### src/hdl/dbm_pkg.sv
// Purpose: shared constants for the dc brake and motor set select block
// Assumes: 200 MHz pclk, apb with 32-bit data
// Notes: delay in tenths of a second, force in percent
package dbm_pkg;
   // ----------------------------------------------------------------
   // clock and timing
   // ----------------------------------------------------------------
   localparam int unsigned DBM_CLK_HZ = 200_000_000;
   localparam int unsigned DBM_TENTH_NS = 100_000_000;
   localparam int unsigned DBM_CLK_NS = 5;
   localparam int unsigned DBM_TENTH_CYC = DBM_TENTH_NS / DBM_CLK_NS;
   localparam logic [6:0] DBM_DELAY_MIN = 7'h01;
   localparam logic [6:0] DBM_DELAY_MAX = 7'h32;
   localparam logic [6:0] DBM_DELAY_RST = 7'h05;
   localparam logic [6:0] DBM_FORCE_MAX = 7'h64;
   localparam logic [6:0] DBM_FORCE_RST = 7'h32;
   localparam logic [7:0] DBM_SET_OPT_CODE = 8'h08;
   // ----------------------------------------------------------------
   // register map
   // ----------------------------------------------------------------
   localparam logic [11:0] DBM_A_CTRL = 12'h000;
   localparam logic [11:0] DBM_A_DELAY = 12'h004;
   localparam logic [11:0] DBM_A_FORCE = 12'h008;
   localparam logic [11:0] DBM_A_STAT = 12'h00c;
   localparam logic [11:0] DBM_A_FREQ = 12'h010;
   localparam int unsigned DBM_C_KEYPAD = 0;
   localparam int unsigned DBM_C_RUN = 1;
   localparam int unsigned DBM_C_DECEL = 2;
   localparam logic [15:0] DBM_FREQ_RST = 16'h0000;
   localparam logic [15:0] DBM_RAMP_STEP = 16'h0001;
   typedef enum logic [2:0] {
      DBM_IDLE, DBM_RUN, DBM_COAST, DBM_BRAKE, DBM_RAMP, DBM_HOLD_OFF
   } dbm_state_t;
endpackage

### src/hdl/dbm_if.sv
// Purpose: carries the brake timing handshake between top and timer
// Assumes: single pclk domain
// Notes: start is a level held while timing is wanted
interface dbm_tmr_if;
   logic start;
   logic [6:0] tenths;
   logic done;
   modport ctl (output start, output tenths, input done);
   modport tmr (input start, input tenths, output done);
endinterface

### src/hdl/dbm_delay_tmr.sv
// Purpose: counts the brake delay in tenths of a second
// Assumes: tenths stable while start is high
// Notes: done stays high until start drops
module dbm_delay_tmr
   import dbm_pkg::*;
(
   input wire logic pclk,
   input wire logic presetn,
   dbm_tmr_if.tmr t
);
   logic [24:0] cyc_q;
   logic [6:0] ten_q;
   logic done_q;
   // ----------------------------------------------------------------
   // prescaler and tenth counter; restarts whenever start drops
   // ----------------------------------------------------------------
   always_ff @(posedge pclk or negedge presetn) begin
      if (!presetn) begin
         cyc_q <= '0;
         ten_q <= '0;
         done_q <= 1'b0;
      end else if (!t.start) begin
         cyc_q <= '0;
         ten_q <= '0;
         done_q <= 1'b0;
      end else if (!done_q) begin
         if (cyc_q == 25'(DBM_TENTH_CYC - 1)) begin
            cyc_q <= '0;
            ten_q <= ten_q + 7'h01;
            if (ten_q + 7'h01 >= t.tenths) begin
               done_q <= 1'b1;
            end
         end else begin
            cyc_q <= cyc_q + 25'h0000001;
         end
      end
   end
   assign t.done = done_q;
endmodule

### src/hdl/dbm_top.sv
// Purpose: external dc brake request and motor parameter set select
// Assumes: terminal inputs synchronous to pclk, apb register access
// Notes: frequency model steps straight to the target setting in run and ramps back to the prior level after braking in terminal run
//
// Functional notes
// - brake request input asserted enables the dc braking function.
// - brake delay accepts 0.1 to 5.0 s, other writes rejected.
// - brake force setting kept within 0 to 100 percent.
// - terminal run: brake while requested, then ramp back to prior frequency.
// - keypad run: brake while requested, then output stays off.
// - keypad run: coast with output off until delay expires, then brake.
// - dc injection during deceleration only while brake request is on.
// - set select high uses secondary motor parameter set, option code 08.
// - set select low uses primary motor parameter set.
// - set select changes while running ignored until the drive stops.
module dbm_top
   import dbm_pkg::*;
(
   input wire logic pclk,
   input wire logic presetn,
   input wire logic psel,
   input wire logic penable,
   input wire logic pwrite,
   input wire logic [11:0] paddr,
   input wire logic [31:0] pwdata,
   output logic [31:0] prdata,
   output logic pready,
   output logic pslverr,
   input wire logic forward_run_in,
   input wire logic reverse_run_in,
   input wire logic ext_brake_request,
   input wire logic motor_set_sel_in,
   output logic output_on,
   output logic dc_brake_on,
   output logic [6:0] dc_brake_force,
   output logic second_set_active,
   output logic [15:0] out_freq
);
   // ----------------------------------------------------------------
   // registers and state
   // ----------------------------------------------------------------
   logic [2:0] ctrl_q;
   logic [6:0] delay_q;
   logic [6:0] force_q;
   logic [15:0] target_q;
   logic [15:0] freq_q;
   logic [15:0] prior_q;
   logic brk_q;
   logic sel_q;
   logic set2_q;
   logic rej_q;
   logic dc_q;
   logic on_q;
   dbm_state_t st_q;
   dbm_state_t st_d;
   logic run_cmd;
   logic keypad;
   logic wr;
   logic rd_ok;
   logic [31:0] rd_mux;
   logic [31:0] prdata_q;
   dbm_tmr_if tif ();

   dbm_delay_tmr u_tmr (
      .pclk(pclk),
      .presetn(presetn),
      .t(tif.tmr)
   );

   assign keypad = ctrl_q[DBM_C_KEYPAD];
   assign run_cmd = keypad ? ctrl_q[DBM_C_RUN] : (forward_run_in | reverse_run_in);
   assign wr = psel & penable & pwrite;
   assign pready = 1'b1;

   // ----------------------------------------------------------------
   // input sampling as plain levels, one flop
   // ----------------------------------------------------------------
   always_ff @(posedge pclk or negedge presetn) begin
      if (!presetn) begin
         brk_q <= 1'b0;
         sel_q <= 1'b0;
      end else begin
         brk_q <= ext_brake_request;
         sel_q <= motor_set_sel_in;
      end
   end

   // ----------------------------------------------------------------
   // apb writes; out of range delay refused, force clipped
   // ----------------------------------------------------------------
   always_ff @(posedge pclk or negedge presetn) begin
      if (!presetn) begin
         ctrl_q <= '0;
         delay_q <= DBM_DELAY_RST;
         force_q <= DBM_FORCE_RST;
         target_q <= DBM_FREQ_RST;
         rej_q <= 1'b0;
      end else if (wr) begin
         unique case (paddr)
            DBM_A_CTRL: ctrl_q <= pwdata[2:0];
            DBM_A_DELAY: begin
               if (pwdata >= 32'(DBM_DELAY_MIN) && pwdata <= 32'(DBM_DELAY_MAX)) begin
                  delay_q <= pwdata[6:0];
                  rej_q <= 1'b0;
               end else begin
                  rej_q <= 1'b1;
               end
            end
            DBM_A_FORCE: begin
               // clip instead of refuse so a large value means full force
               force_q <= (pwdata > 32'(DBM_FORCE_MAX)) ? DBM_FORCE_MAX : pwdata[6:0];
            end
            DBM_A_FREQ: target_q <= pwdata[15:0];
            default: ;
         endcase
      end
   end

   // ----------------------------------------------------------------
   // apb read mux; unmapped reads zero with pslverr
   // ----------------------------------------------------------------
   always_comb begin
      rd_mux = '0;
      rd_ok = 1'b1;
      unique case (paddr)
         DBM_A_CTRL: rd_mux = {29'h0, ctrl_q};
         DBM_A_DELAY: rd_mux = {25'h0, delay_q};
         DBM_A_FORCE: rd_mux = {25'h0, force_q};
         DBM_A_STAT: rd_mux = {16'h0, DBM_SET_OPT_CODE, 2'h0, rej_q, set2_q, dc_q, st_q};
         DBM_A_FREQ: rd_mux = {16'h0, freq_q};
         default: rd_ok = 1'b0;
      endcase
   end
   assign pslverr = psel & penable & ~rd_ok;

   // read word captured at the end of setup so prdata leaves a flop;
   // costs no wait state since the access phase always follows setup
   always_ff @(posedge pclk or negedge presetn) begin
      if (!presetn) begin
         prdata_q <= '0;
      end else if (psel & ~penable) begin
         prdata_q <= rd_mux;
      end
   end
   assign prdata = prdata_q;

   // ----------------------------------------------------------------
   // motor set selection latched only while stopped
   // ----------------------------------------------------------------
   always_ff @(posedge pclk or negedge presetn) begin
      if (!presetn) begin
         set2_q <= 1'b0;
      end else if (st_q == DBM_IDLE) begin
         set2_q <= sel_q;
      end
   end

   // ----------------------------------------------------------------
   // brake sequencing
   // ----------------------------------------------------------------
   always_comb begin
      st_d = st_q;
      unique case (st_q)
         DBM_IDLE: if (run_cmd) st_d = DBM_RUN;
         DBM_RUN: begin
            if (!run_cmd) st_d = DBM_IDLE;
            else if (brk_q) st_d = keypad ? DBM_COAST : DBM_BRAKE;
         end
         DBM_COAST: begin
            if (!brk_q) st_d = DBM_HOLD_OFF;
            else if (tif.done) st_d = DBM_BRAKE;
         end
         DBM_BRAKE: begin
            if (!brk_q) st_d = keypad ? DBM_HOLD_OFF : DBM_RAMP;
         end
         DBM_RAMP: begin
            if (!run_cmd) st_d = DBM_IDLE;
            else if (brk_q) st_d = DBM_BRAKE;
            else if (freq_q >= prior_q) st_d = DBM_RUN;
         end
         DBM_HOLD_OFF: if (!run_cmd) st_d = DBM_IDLE;
         default: st_d = DBM_IDLE;
      endcase
   end

   always_ff @(posedge pclk or negedge presetn) begin
      if (!presetn) begin
         st_q <= DBM_IDLE;
      end else begin
         st_q <= st_d;
      end
   end

   assign tif.start = (st_q == DBM_COAST) & brk_q;
   assign tif.tenths = delay_q;

   // ----------------------------------------------------------------
   // frequency: remembers level before braking, ramps back after
   // ----------------------------------------------------------------
   always_ff @(posedge pclk or negedge presetn) begin
      if (!presetn) begin
         freq_q <= DBM_FREQ_RST;
         prior_q <= DBM_FREQ_RST;
      end else begin
         unique case (st_q)
            DBM_RUN: begin
               freq_q <= target_q;
               prior_q <= target_q;
            end
            DBM_RAMP: begin
               if (freq_q < prior_q) freq_q <= freq_q + DBM_RAMP_STEP;
            end
            default: freq_q <= DBM_FREQ_RST;
         endcase
      end
   end

   // ----------------------------------------------------------------
   // outputs from flops; injection only while the request is on
   // ----------------------------------------------------------------
   always_ff @(posedge pclk or negedge presetn) begin
      if (!presetn) begin
         dc_q <= 1'b0;
         on_q <= 1'b0;
      end else begin
         dc_q <= (st_d == DBM_BRAKE) & brk_q;
         on_q <= (st_d == DBM_RUN) | (st_d == DBM_RAMP);
      end
   end

   assign dc_brake_on = dc_q;
   assign output_on = on_q;
   assign dc_brake_force = force_q;
   assign second_set_active = set2_q;
   assign out_freq = freq_q;
endmodule

### config.mk
export PLATFORM = sky130hd
export DESIGN_NAME = dbm_top
export DESIGN_NICKNAME = d
export VERILOG_FILES = /design/src/hdl/dbm_pkg.sv /design/src/hdl/dbm_if.sv /design/src/hdl/dbm_delay_tmr.sv /design/src/hdl/dbm_top.sv
export SDC_FILE = /design/constraint.sdc
export NUM_CORES = 1
export LEC_CHECK = 0
export ABC_AREA = 1
export BUFFER_PORTS_ARGS = -buffer_cell sky130_fd_sc_hd__buf_4
export CAP_MARGIN = 20
export CORE_MARGIN = 5
export CORE_UTILIZATION = 45
export DETAILED_ROUTE_END_ITERATION = 10
export HOLD_SLACK_MARGIN = 0.05
export PLACE_DENSITY = 0.66
export SETUP_SLACK_MARGIN = 0.2
export SYNTH_ARGS = -nofsm -noshare
export SYNTH_HDL_FRONTEND = slang
export SYNTH_SLANG_ARGS = --single-unit
export TNS_END_PERCENT = 5
### constraint.sdc
create_clock -name pclk -period 2.21 [get_ports pclk]
set_input_delay 0.442 -clock pclk [delete_from_list [all_inputs] [get_ports pclk]]
set_output_delay 0.442 -clock pclk [all_outputs]
set_load 0.1 [all_outputs]
==> metrics.yaml, run 1 <==
synth:
  syn_area_per_cell_sq_um: 7.68
  synth_xor_area_share_pct: 1.85
  synth.distinct_cells: 47
  synth-async-reset-ratio_pct: 100
  synth_top_area_share_pct: 41.6
  synth_area_leaders: "dfrtp_1, nand2_1, inv_1"
  synth_simple_gate_area_share_pct: 27.1
  synth_top_area_cell: "dfrtp_1"
  synth_top_family_by_area: "simple AND/OR/NAND/NOR gates"
  yosysSeqAreaShare_pct: 43.4
  synthMuxAreaShare_pct: 0.458
  synth_flop_cell: "dfrtp_1"
  synth-warning-count: 0
  synth_compound_gate_area_share_pct: 12.8
  synth_edf_count: 0
  netlist_area_sq_mm: 0.00710
  synthAdderAreaFrac_pct: 4.58
  ys_seq_elements: 123
  syn_inst: 925
global_routing:
  grt_pass1_wl_mm: 32.3
  grt-ovfl-total: 0
  antenna_found_initial: 0
  grt_usage_pct: 22.3
  grt_max_degree: 69
  grt_pass1_vias: 6376
sta:
  hold_viol: 0
  fmax_mhz: 498
  fin_crit_ns: 2.01
  slew_headroom_pct: 65.0
  max_slew.worst_pin.slew_ns: 0.522
  rsz0062_at_grt: "true"
  fin_tns_setup_ns: 0
  slew_violations: 0
  skew_ns: 0.00669
  fin_crit_sh_pct: 90.8
  finalSetupViolCount: 0
finish:
  multi_input_area_sq_mm: 0.00351
  drive_gt1_share_pct: 21.5
  diodes: 0
  fin_area_sq_mm: 0.00909
  nNetsFinal: 1134
  ff_latch_area_sq_mm: 0.00313
  area_growth_pct: 28.0
  fillers: 1462
placement:
  place_area_sq_mm: 0.00821
  port_buffers: 95
  place.gp.congestion: 0.903
  dp_hpwl_mm: 15.1
detailed_routing:
  routedWlPerCell_um: 15.7
  vias: 6715
  drc: 0
  via_per_inst: 5.23
  first_pass_iters: 5
  wirelength_mm: 20.2
  ant_nets: 0
  drtIter0Drc: 482
floorplan:
  fp.coreArea_sq_mm: 0.0157
  die_x_um: 136
  die_h_um: 136
  io_pins: 113
  rows: 46
  dieArea_sq_mm: 0.0184
  start_util_pct: 45.4
critical_path:
  ff2ff_path_depth: 10
  worst_setup_path_end_kind: "flip-flop"
  reg2reg_from: "u_tmr.ten_q[1]"
  timing.rr.end: "u_tmr.t.done"
  criticalPathCategory: "flip-flop to flip-flop"
  cp_data_required_time_ns: 2.51
  r2r_setup_slack_ns: 0.20
  start_kind: "flip-flop"
  crit_arrival_ns: 2.31
  worstPathMaxFanout: 3
run_status:
  status: "completed"
clock_network:
  numCtsBuffers: 17
  clockBufferDepth: 2
  cts_tree: "yes"
  cts_max_level: 4
  cts.sinks: 123
  clk_pin_slew_worst_paths_ns: 0.05
  cts_root_buf: "clkbuf_16"
  insertion_delay_ns: 0.42
power_and_ir_drop:
  ir_worst_vdd_mv: 0.586
  p_leak_nw: 4.30
  power.density_mw_per_mm2: 916
flow_run:
  drv_cap: 0
worst_hold_path:
  hold_path.class: "primary input to flip-flop"
  holdPathStages: 1
  hold_start: "motor_set_sel_in"
  holdPathEnd: "sel_q"
-- worst max-delay path, stage by stage, from the launching register on --
cell and delay, ns:
dfrtp_1 0.37, ha_2 0.22, nand3_2 0.09, nand3b_1 0.18, xor2_1 0.19, inv_1 0.10
ha_4 0.26, a21oi_1 0.16, o211ai_1 0.12, o21ai_1 0.15, nand2_1 0.06
-- cells by family after synthesis --
logic type / Yosys count
xor+xnor: 15
compound gates: 162
other cells: 2
fa+ha+maj: 26
flops: 123
mux: 3
simple gates: 433
buf+inv: 161
-- registers in the layout, summed over array words and instances (netlist names), 3 cells and up --
register,cells
u_tmr.ten_q,7
st_q,3
dc_brake_force,7
prdata,16
target_q,16
prior_q,16
delay_q,7
u_tmr.cyc_q,25
ctrl_q,3
out_freq,16
-- cell usage after synthesis (7+ instances only) --
master,number
a21oi_1,29
a31oi_1,16
buf_4,18
clkbuf_1,10
dfrtp_1,118
ha_1,26
inv_1,118
inv_2,7
nand2_1,210
nand3_1,49
nand4_1,31
nor2_1,91
nor3_1,22
o21ai_0,75
o21ai_1,10
o22ai_1,8
o31ai_1,9
xor2_1,14
-- how the worst max path moves through the flow --
stage,start,endpoint,slack (ns),cells after the start
2_1_floorplan,out_freq[0],out_freq[12],0.16,15
3_3_place_gp,paddr[7],prdata[3],0.06,9
3_5_place_dp,paddr[1],prdata[3],0.04,11
4_1_cts,u_tmr.ten_q[0],u_tmr.t.done,0.19,12
5_1_grt,u_tmr.ten_q[1],u_tmr.t.done,0.06,11
6_report,u_tmr.ten_q[1],u_tmr.t.done,0.20,10
-- routing by layer --
| layer | track usage (%) | routed length [um] |
|---|---|---|
| met4 | 7.39 | 346 |
| met1 | 33.0 | 9700 |
| met3 | 3.79 | 1200 |
| met2 | 33.1 | 8940 |
| met5 | 0 | 0 |
-- power breakdown --
| group | leakage, nW | total, W | internal (W) | switching (W) |
|---|---|---|---|---|
| clock network | 0.317 | 0.00301 | 0.00203 | 0.000980 |
| registers | 1.63 | 0.00262 | 0.00241 | 0.000206 |
| logic | 2.35 | 0.00269 | 0.000774 | 0.00192 |
-- metrics by stage --
| step | std cells | total power, W | worst slack [ns] | util [%] | hold slack (ns) |
|---|---|---|---|---|---|
| after CTS | 1277 | 0.00807 | 0.189 | 56.8 | 0.124 |
| after detailed placement | 1241 | 0.00504 | 0.0374 | 52.5 | 0.264 |
| after global placement | 1241 | 0.00503 | 0.0650 | 52.5 | 0.265 |
| after global routing | 1284 | 0.00870 | 0.0604 | 58.1 | 0.125 |
| after floorplan | 940 | 0.00438 | 0.159 | - | 0.146 |
| final | 1284 | 0.00833 | 0.203 | 58.1 | 0.135 |
-- repair_timing --
| item | 4_1_cts | 5_1_grt |
|---|---|---|
| gates resized for setup | 2 | 24 |
| endpoints found under the setup margin | 2 | 45 |
| hold endpoints to repair | 3 | 0 |
| pin swaps | 1 | 12 |
| gates cloned | 0 | 2 |
| hold buffers | 1 | 0 |
| setup buffers | 3 | 5 |
-- placed cells by master (no fill, tap or decap), types with 19 or more instances in the layout --
| master | synthesis | final |
|---|---|---|
| nand2_1 | 210 | 204 |
| buf_4 | 18 | 123 |
| dfrtp_1 | 118 | 102 |
| nor2_1 | 91 | 87 |
| inv_1 | 118 | 117 |
| nand4_1 | 31 | 31 |
| clkbuf_16 | 0 | 19 |
| a21oi_1 | 29 | 27 |
| nor3_1 | 22 | 22 |
| o21ai_0 | 75 | 74 |
| nand3_1 | 49 | 48 |
| ha_1 | 26 | 21 |
-- layout make-up --
class | instances | share of cell area [%]
tap | 216 | 2.97
sequential | 123 | 34.4
timing repair buffer | 131 | 11.8
multi-input combinational | 656 | 38.6
inverter | 126 | 5.20
clock inverter | 7 | 1.49
clock buffer | 25 | 5.56
(Power assumes the default switching activity.)
==> inputs of run 2 (changes only) <==
==> constraint.sdc (replaced) <==
create_clock -name pclk -period 2.21 [get_ports pclk]
set_input_delay 0.3315 -clock pclk [delete_from_list [all_inputs] [get_ports pclk]]
set_output_delay 0.3315 -clock pclk [all_outputs]
set_load 0.1 [all_outputs]
==> metrics.yaml, run 2 (same netlist as run 1, synthesis figures left out) <==
run_status:
  status: "completed"
placement:
  port_buffers: 95  # unchanged
  placed_cells: 1247  # +0.48%
  dp_hpwl_mm: 15.3  # +1.1%
  place.gp.congestion: 0.931  # +3.1%
floorplan:
  start_util_pct: 45.4  # unchanged
  die_x_um: 136  # unchanged
  io_pins: 113  # unchanged
  dieArea_sq_mm: 0.0184  # unchanged
  rows: 46  # unchanged
  fp.coreArea_sq_mm: 0.0157  # unchanged
  die_h_um: 136  # unchanged
power_and_ir_drop:
  p_leak_nw: 4.28  # -0.36%
  ir_worst_vdd_mv: 0.702  # +20%
  power.density_mw_per_mm2: 868  # -5.2%
global_routing:
  grt_max_degree: 46  # -33%
  grt_usage_pct: 22.4  # +0.090 points
  antenna_found_initial: 0  # unchanged
  grt_pass1_vias: 6409  # +0.52%
  grt-ovfl-total: 0  # unchanged
  grt_pass1_wl_mm: 32.4  # +0.43%
critical_path:
  slowest_delay_ns: 0.37  # about the same
  critPathLaunch: "u_tmr.ten_q[0]"
  worst_setup_path_end_kind: "flip-flop"
  cp_top_family: "simple AND/OR/NAND/NOR gates"
  worstPathMaxFanout: 3  # unchanged
  cp_slowest_cell: "dfrtp_1"
  start_kind: "flip-flop"
  criticalPathCategory: "flip-flop to flip-flop"
  cp_data_required_time_ns: 2.52  # about the same
  crit_arrival_ns: 2.25  # -0.06 ns
  crit_path_frequent_cell: "inv_1"
  cp_num_buf_inv: 2  # +1
  reg2reg_from: "u_tmr.ten_q[0]"
  crit_chain: "ha_2, nand3_2, nand3b_1, xor2_1, inv_1, ha_4, nand2_4, inv_1, nand4_1, o211ai_1, o21ai_1, nand2_1"
detailed_routing:
  drtIter0Drc: 485  # +0.62%
  first_pass_iters: 5  # unchanged
  ant_nets: 0  # unchanged
  via_per_inst: 5.21  # -0.42%
  wirelength_mm: 20.0  # -1.2%
  drc: 0  # unchanged
  routedWlPerCell_um: 15.4  # -1.8%
  vias: 6734  # +0.28%
finish:
  regMostFlops: "u_tmr.cyc_q"
  diodes: 0  # unchanged
  fillers: 1497  # +2.4%
  final_common_cell: "nand2_1"
  area_growth_pct: 27.2
  largest_register_ffs: 25  # unchanged
  final_cell_mix: "nand2_1, buf_4, inv_1, dfrtp_1, nor2_1"
  multi_input_area_sq_mm: 0.00349  # -0.46%
  drive_gt1_share_pct: 21.8  # +0.28 points
  final_cells: 1293  # +0.70%
  nNetsFinal: 1143  # +0.79%
  ff_latch_area_sq_mm: 0.00310  # -0.80%
sta:
  fin_crit_sh_pct: 87.9  # -2.9 points
  finalSetupViolCount: 0  # unchanged
  hold_viol: 0  # unchanged
  fin_tns_setup_ns: 0  # unchanged
  skew_ns: 0.00721  # +0.000522 ns
  max_slew.worst_pin.slew_ns: 0.564  # +0.0416 ns
  fin_crit_ns: 1.94  # -0.0639 ns
  slew_headroom_pct: 62.4  # -2.6 points
  slew_violations: 0  # unchanged
  rsz0062_at_grt: "true"
  fmax_mhz: 515  # +3.3%
flow_run:
  drv_cap: 0  # unchanged
clock_network:
  clk_pin_slew_worst_paths_ns: 0.05  # about the same
  cts_tree: "yes"
  cts.sinks: 123  # unchanged
  cts_max_level: 4  # unchanged
  numCtsBuffers: 17  # unchanged
  cts_root_buf: "clkbuf_16"
  clockBufferDepth: 2  # unchanged
  insertion_delay_ns: 0.42  # about the same
worst_hold_path:
  hold_path.class: "primary input to flip-flop"
  hold_start: "pwdata[15]"
[run 2: changes by cell type in the layout (fill, tap and decap cells not counted), moves of 2 or more]
cell and change:
dfrtp_4 -10, nand3_1 -2, a21oi_1 +2, clkbuf_8 -2, buf_4 +7, clkinv_2 +2
dfrtp_2 +10, nand3_2 +2, buf_6 +2, bufinv_16 -2, a21oi_2 -2, dlygate4sd3_1 +2
[run 2: metrics by stage]
stage | setup slack, ns | power [W] | utilization (%) | cell area, sq um | hold slack, ns
finish | 0.267 | 0.00785 | 57.7 | 9040 | 0.151
global route | 0.140 | 0.00824 | 57.7 | 9040 | 0.141
CTS | 0.195 | 0.00779 | 56.6 | 8860 | 0.143
detailed placement | 0.118 | 0.00504 | 52.5 | 8220 | 0.369
global placement | 0.188 | 0.00502 | 52.5 | 8220 | 0.362
floorplan | 0.0727 | 0.00435 | - | 7190 | 0.0359
[run 2: metal layers]
metal / share of wire, % / global-route usage, %
met5: 0 / 0
met2: 44 / 34.1
met1: 48 / 32.4
met3: 6.4 / 4.42
met4: 1.4 / 6.44
[run 2: cell type report]
cell class | instances | share of cell area, %
inverters | 126 | 5.23
well taps | 216 | 2.99
clock inverters | 8 | 1.02
repair buffers | 140 | 12.4
flip-flops and latches | 123 | 34.4
clock buffers | 24 | 5.33
multi-input cells | 656 | 38.7
[run 2: where the power goes]
part | internal [W] | total [W] | switching, W | leakage, nW
registers | 0.00239 | 0.00258 | 0.000185 | 1.64
logic | 0.000671 | 0.00254 | 0.00187 | 2.36
clock network | 0.00174 | 0.00272 | 0.000988 | 0.284
[run 2: path summary, 6_finish.rpt]
| path | to | slack [ns] | depth (start not counted) |
|---|---|---|---|
| setup / recovery | u_tmr.t.done | 0.27 | 12 |
| hold / removal | target_q[15] | 0.15 | 2 |
| setup reg to reg | u_tmr.t.done | 0.27 | 12 |
| hold reg to reg | prdata[5] | 0.48 | 2 |
| max in group asynchronous | out_freq[12] | 1.09 | 3 |
| min in group asynchronous | target_q[8] | 0.45 | 2 |
[run 2: repair_timing]
| item | CTS | global route |
|---|---|---|
| resized for setup | 4 | 24 |
| hold buffers | 3 | 0 |
| pin swaps | 1 | 7 |
| setup buffers | 4 | 6 |
| endpoints found under the setup margin | 2 | 43 |
| cloned | 0 | 1 |
| endpoints found under the hold margin | 35 | 0 |
[run 2: worst register-to-register path: stages (launching register included)]
cell	delay, ns
dfrtp_1	0.37
ha_2	0.20
nand3_2	0.08
nand3b_1	0.18
xor2_1	0.18
inv_1	0.09
ha_4	0.23
nand2_4	0.07
inv_1	0.04
nand4_1	0.07
o211ai_1	0.08
o21ai_1	0.15
nand2_1	0.06
==> inputs of run 3 (changes only) <==
- ABC_AREA: 1 -> default
==> metrics.yaml, run 3 <==
synth:
  synth_top_area_cell: "dfrtp_1"
  synth_top_area_share_pct: 43.9  # +2.3 points
  synth_flop_cell: "dfrtp_1"
  ys_seq_elements: 123  # unchanged
  yosysMostFrequentCell: "dfrtp_1"
  netlist_area_sq_mm: 0.00672  # -5.3%
  synth-warning-count: 0  # unchanged
  synth.distinct_cells: 65  # +38%
  synth_edf_count: 0  # unchanged
  synthTopCellsByCount: "dfrtp_1, nand2_1, o21ai_0"
  synth_area_leaders: "dfrtp_1, o21ai_0, ha_1"
  syn_inst: 708  # -23%
  synth-async-reset-ratio_pct: 100  # unchanged
  yosysSeqAreaShare_pct: 45.9  # +2.4 points
  syn_area_per_cell_sq_um: 9.50  # +24%
floorplan:
  die_h_um: 132  # -2.5%
  fp.coreArea_sq_mm: 0.0146  # -6.8%
  dieArea_sq_mm: 0.0175  # -4.9%
  die_x_um: 132  # -2.5%
  rows: 44  # -4.3%
  io_pins: 113  # unchanged
  start_util_pct: 46.1  # +0.72 points
detailed_routing:
  routedWlPerCell_um: 17.3  # +12%
  drc: 0  # unchanged
  via_per_inst: 5.62  # +7.9%
  wirelength_mm: 18.3  # -8.2%
  first_pass_iters: 5  # unchanged
  vias: 5952  # -12%
  ant_nets: 0  # unchanged
  drtIter0Drc: 427  # -12%
global_routing:
  grt_usage_pct: 20.9  # -1.4 points
  antenna_found_initial: 0  # unchanged
  grt_pass1_vias: 6121  # -4.5%
  grt.met1_usage_pct: 26.7  # -5.8 points
  top_usage_layer: "met2"
  grt_max_degree: 42  # -8.7%
  grt_pass1_wl_mm: 30.1  # -7.1%
  grt.met2_usage_pct: 35.1  # +0.99 points
  grt-ovfl-total: 0  # unchanged
  grt_use_met3_pct: 4.62  # +0.20 points
critical_path:
  ff2ff_path_depth: 9  # -3
  criticalPathCategory: "flip-flop to flip-flop"
  worstPathMaxFanout: 9  # +6
  reg2reg_from: "out_freq[13]"
  cp_data_required_time_ns: 2.49  # -0.03 ns
  worst_setup_path_end_kind: "flip-flop"
  start_kind: "flip-flop"
  critPathLaunch: "out_freq[13]"
  crit_arrival_ns: 2.47  # +0.22 ns
power_and_ir_drop:
  p_leak_nw: 4.10  # -4.3%
  ir_worst_vdd_mv: 0.532  # -24%
  power.density_mw_per_mm2: 712  # -18%
  power_w: 0.00651  # -17%
finish:
  fin_area_sq_mm: 0.00915  # +1.2%
  fin_util_pct: 62.7  # +5.0 points
  area_growth_pct: 36.0
  final_cell_mix: "buf_4, dfrtp_1, nand2_1, o21ai_0, inv_1"
  final_common_cell: "buf_4"
  nNetsFinal: 941  # -18%
  regMostFlops: "u_tmr.cyc_q"
  diodes: 0  # unchanged
  fillers: 1210  # -19%
  drive_gt1_share_pct: 33.5  # +12 points
  largest_register_ffs: 25  # unchanged
clock_network:
  insertion_delay_ns: 0.42  # about the same
  clockBufferDepth: 2  # unchanged
  cts_max_level: 4  # unchanged
  cts_tree: "yes"
  clk_pin_slew_worst_paths_ns: 0.06  # about the same
  cts_root_buf: "clkbuf_16"
  numCtsBuffers: 17  # unchanged
  cts.sinks: 123  # unchanged
placement:
  port_buffers: 95  # unchanged
  dp_hpwl_mm: 13.6  # -11%
  place_area_sq_mm: 0.00823  # +0.20%
  dp_slack_ns: -0.126  # -0.244 ns
  place.gp.congestion: 0.857  # -8.0%
sta:
  finalSetupViolCount: 0  # unchanged
  skew_ns: 0.00816  # +0.000952 ns
  fin_crit_ns: 2.20  # +0.252 ns
  rsz0062_at_grt: "true"
  finalWorstSetupSlack_ns: 0.0143  # -0.252 ns
  hold_viol: 0  # unchanged
  fin_crit_sh_pct: 99.4  # +11 points
  slew_headroom_pct: 61.1  # -1.3 points
  max_slew.worst_pin.slew_ns: 0.583  # +0.0195 ns
  fmax_mhz: 455  # -11%
  slew_violations: 0  # unchanged
worst_hold_path:
  hold_start: "pwdata[9]"
  hold_path.class: "primary input to flip-flop"
  holdPathStages: 2  # unchanged
flow_run:
  drv_cap: 0  # unchanged
run_status:
  status: "completed"
[run 3: cell count changes in the layout (fill, tap and decap cells not counted), sizes merged, moves of 14 or more]
cell | before | now
inv | 125 | 39
nand4 | 31 | 17
nor2 | 95 | 48
a22oi | 3 | 19
o21ai | 90 | 66
nand3 | 49 | 27
nand2 | 211 | 80
buf | 136 | 162
mux2 | 2 | 23
[run 3: cell families (layout without fill, tap and decap cells)]
group           after synthesis  count (layout)  synth area share [%]
flops                       123             123                  45.9
xor+xnor                     20              20                  2.61
compound gates              173             173                  16.5
mux                          30              30                  5.45
other cells                   2              17                 0.112
buf+inv                      84             236                  5.90
simple gates                250             250                  18.7
fa+ha+maj                    26              26                  4.84
[run 3: repair_timing]
action / in CTS / in global routing
setup endpoints to repair: 51 / 52
resized for setup: 11 / 36
pin swaps: 4 / 18
hold buffers: 3 / 0
setup buffers: 2 / 4
hold endpoints to repair: 39 / 0
[run 3: layer usage]
metal	routed length, um	vias to the layer above
li1	-	2838
met1	7870	2925
met2	9180	162
met3	965	27
met4	296	0
met5	0	-
[run 3: metrics by stage]
stage,TNS [ns],hold WS [ns],instances
after detailed placement,-0.500,0.365,1018
after CTS,0,0.145,1055
after global routing,-0.461,0.149,1059
after floorplan,-1.78,0.0359,723
final,0,0.165,1059
after global placement,-0.158,0.363,1018
[run 3: path summary, 6_finish.rpt]
kind / end / slack (ns)
worst min-delay path: target_q[9] / 0.17
worst max-delay path: out_freq[14] / 0.01
min in group asynchronous: prior_q[0] / 0.46
max in group asynchronous: dc_brake_force[1] / 1.07
worst max register to register: out_freq[14] / 0.01
worst min register to register: second_set_active / 0.47
[run 3: worst max-delay path: stages (launching register included)]
cell and delay (ns):
dfrtp_4 0.49, ha_4 0.22, nand4_1 0.10, buf_6 0.14
nor2_1 0.04, o2bb2ai_1 0.14, a211o_1 0.28, buf_6 0.16
o41ai_2 0.33, a22oi_1 0.15
[run 3: final cells by class]
class | count | area (sq um) | area share, %
clock inverters | 7 | 160 | 1.75
flip-flops and latches | 123 | 3140 | 34.3
repair buffers | 165 | 1320 | 14.4
multi-input cells | 516 | 3660 | 40.0
clock buffers | 25 | 495 | 5.42
well taps | 184 | 230 | 2.52
inverters | 39 | 146 | 1.60
[run 3: power breakdown]
group / leakage (nW) / switching, W / internal (W)
sequential: 1.64 / 0.0000426 / 0.00230
clock: 0.321 / 0.000984 / 0.00212
combinational: 2.14 / 0.000747 / 0.000316
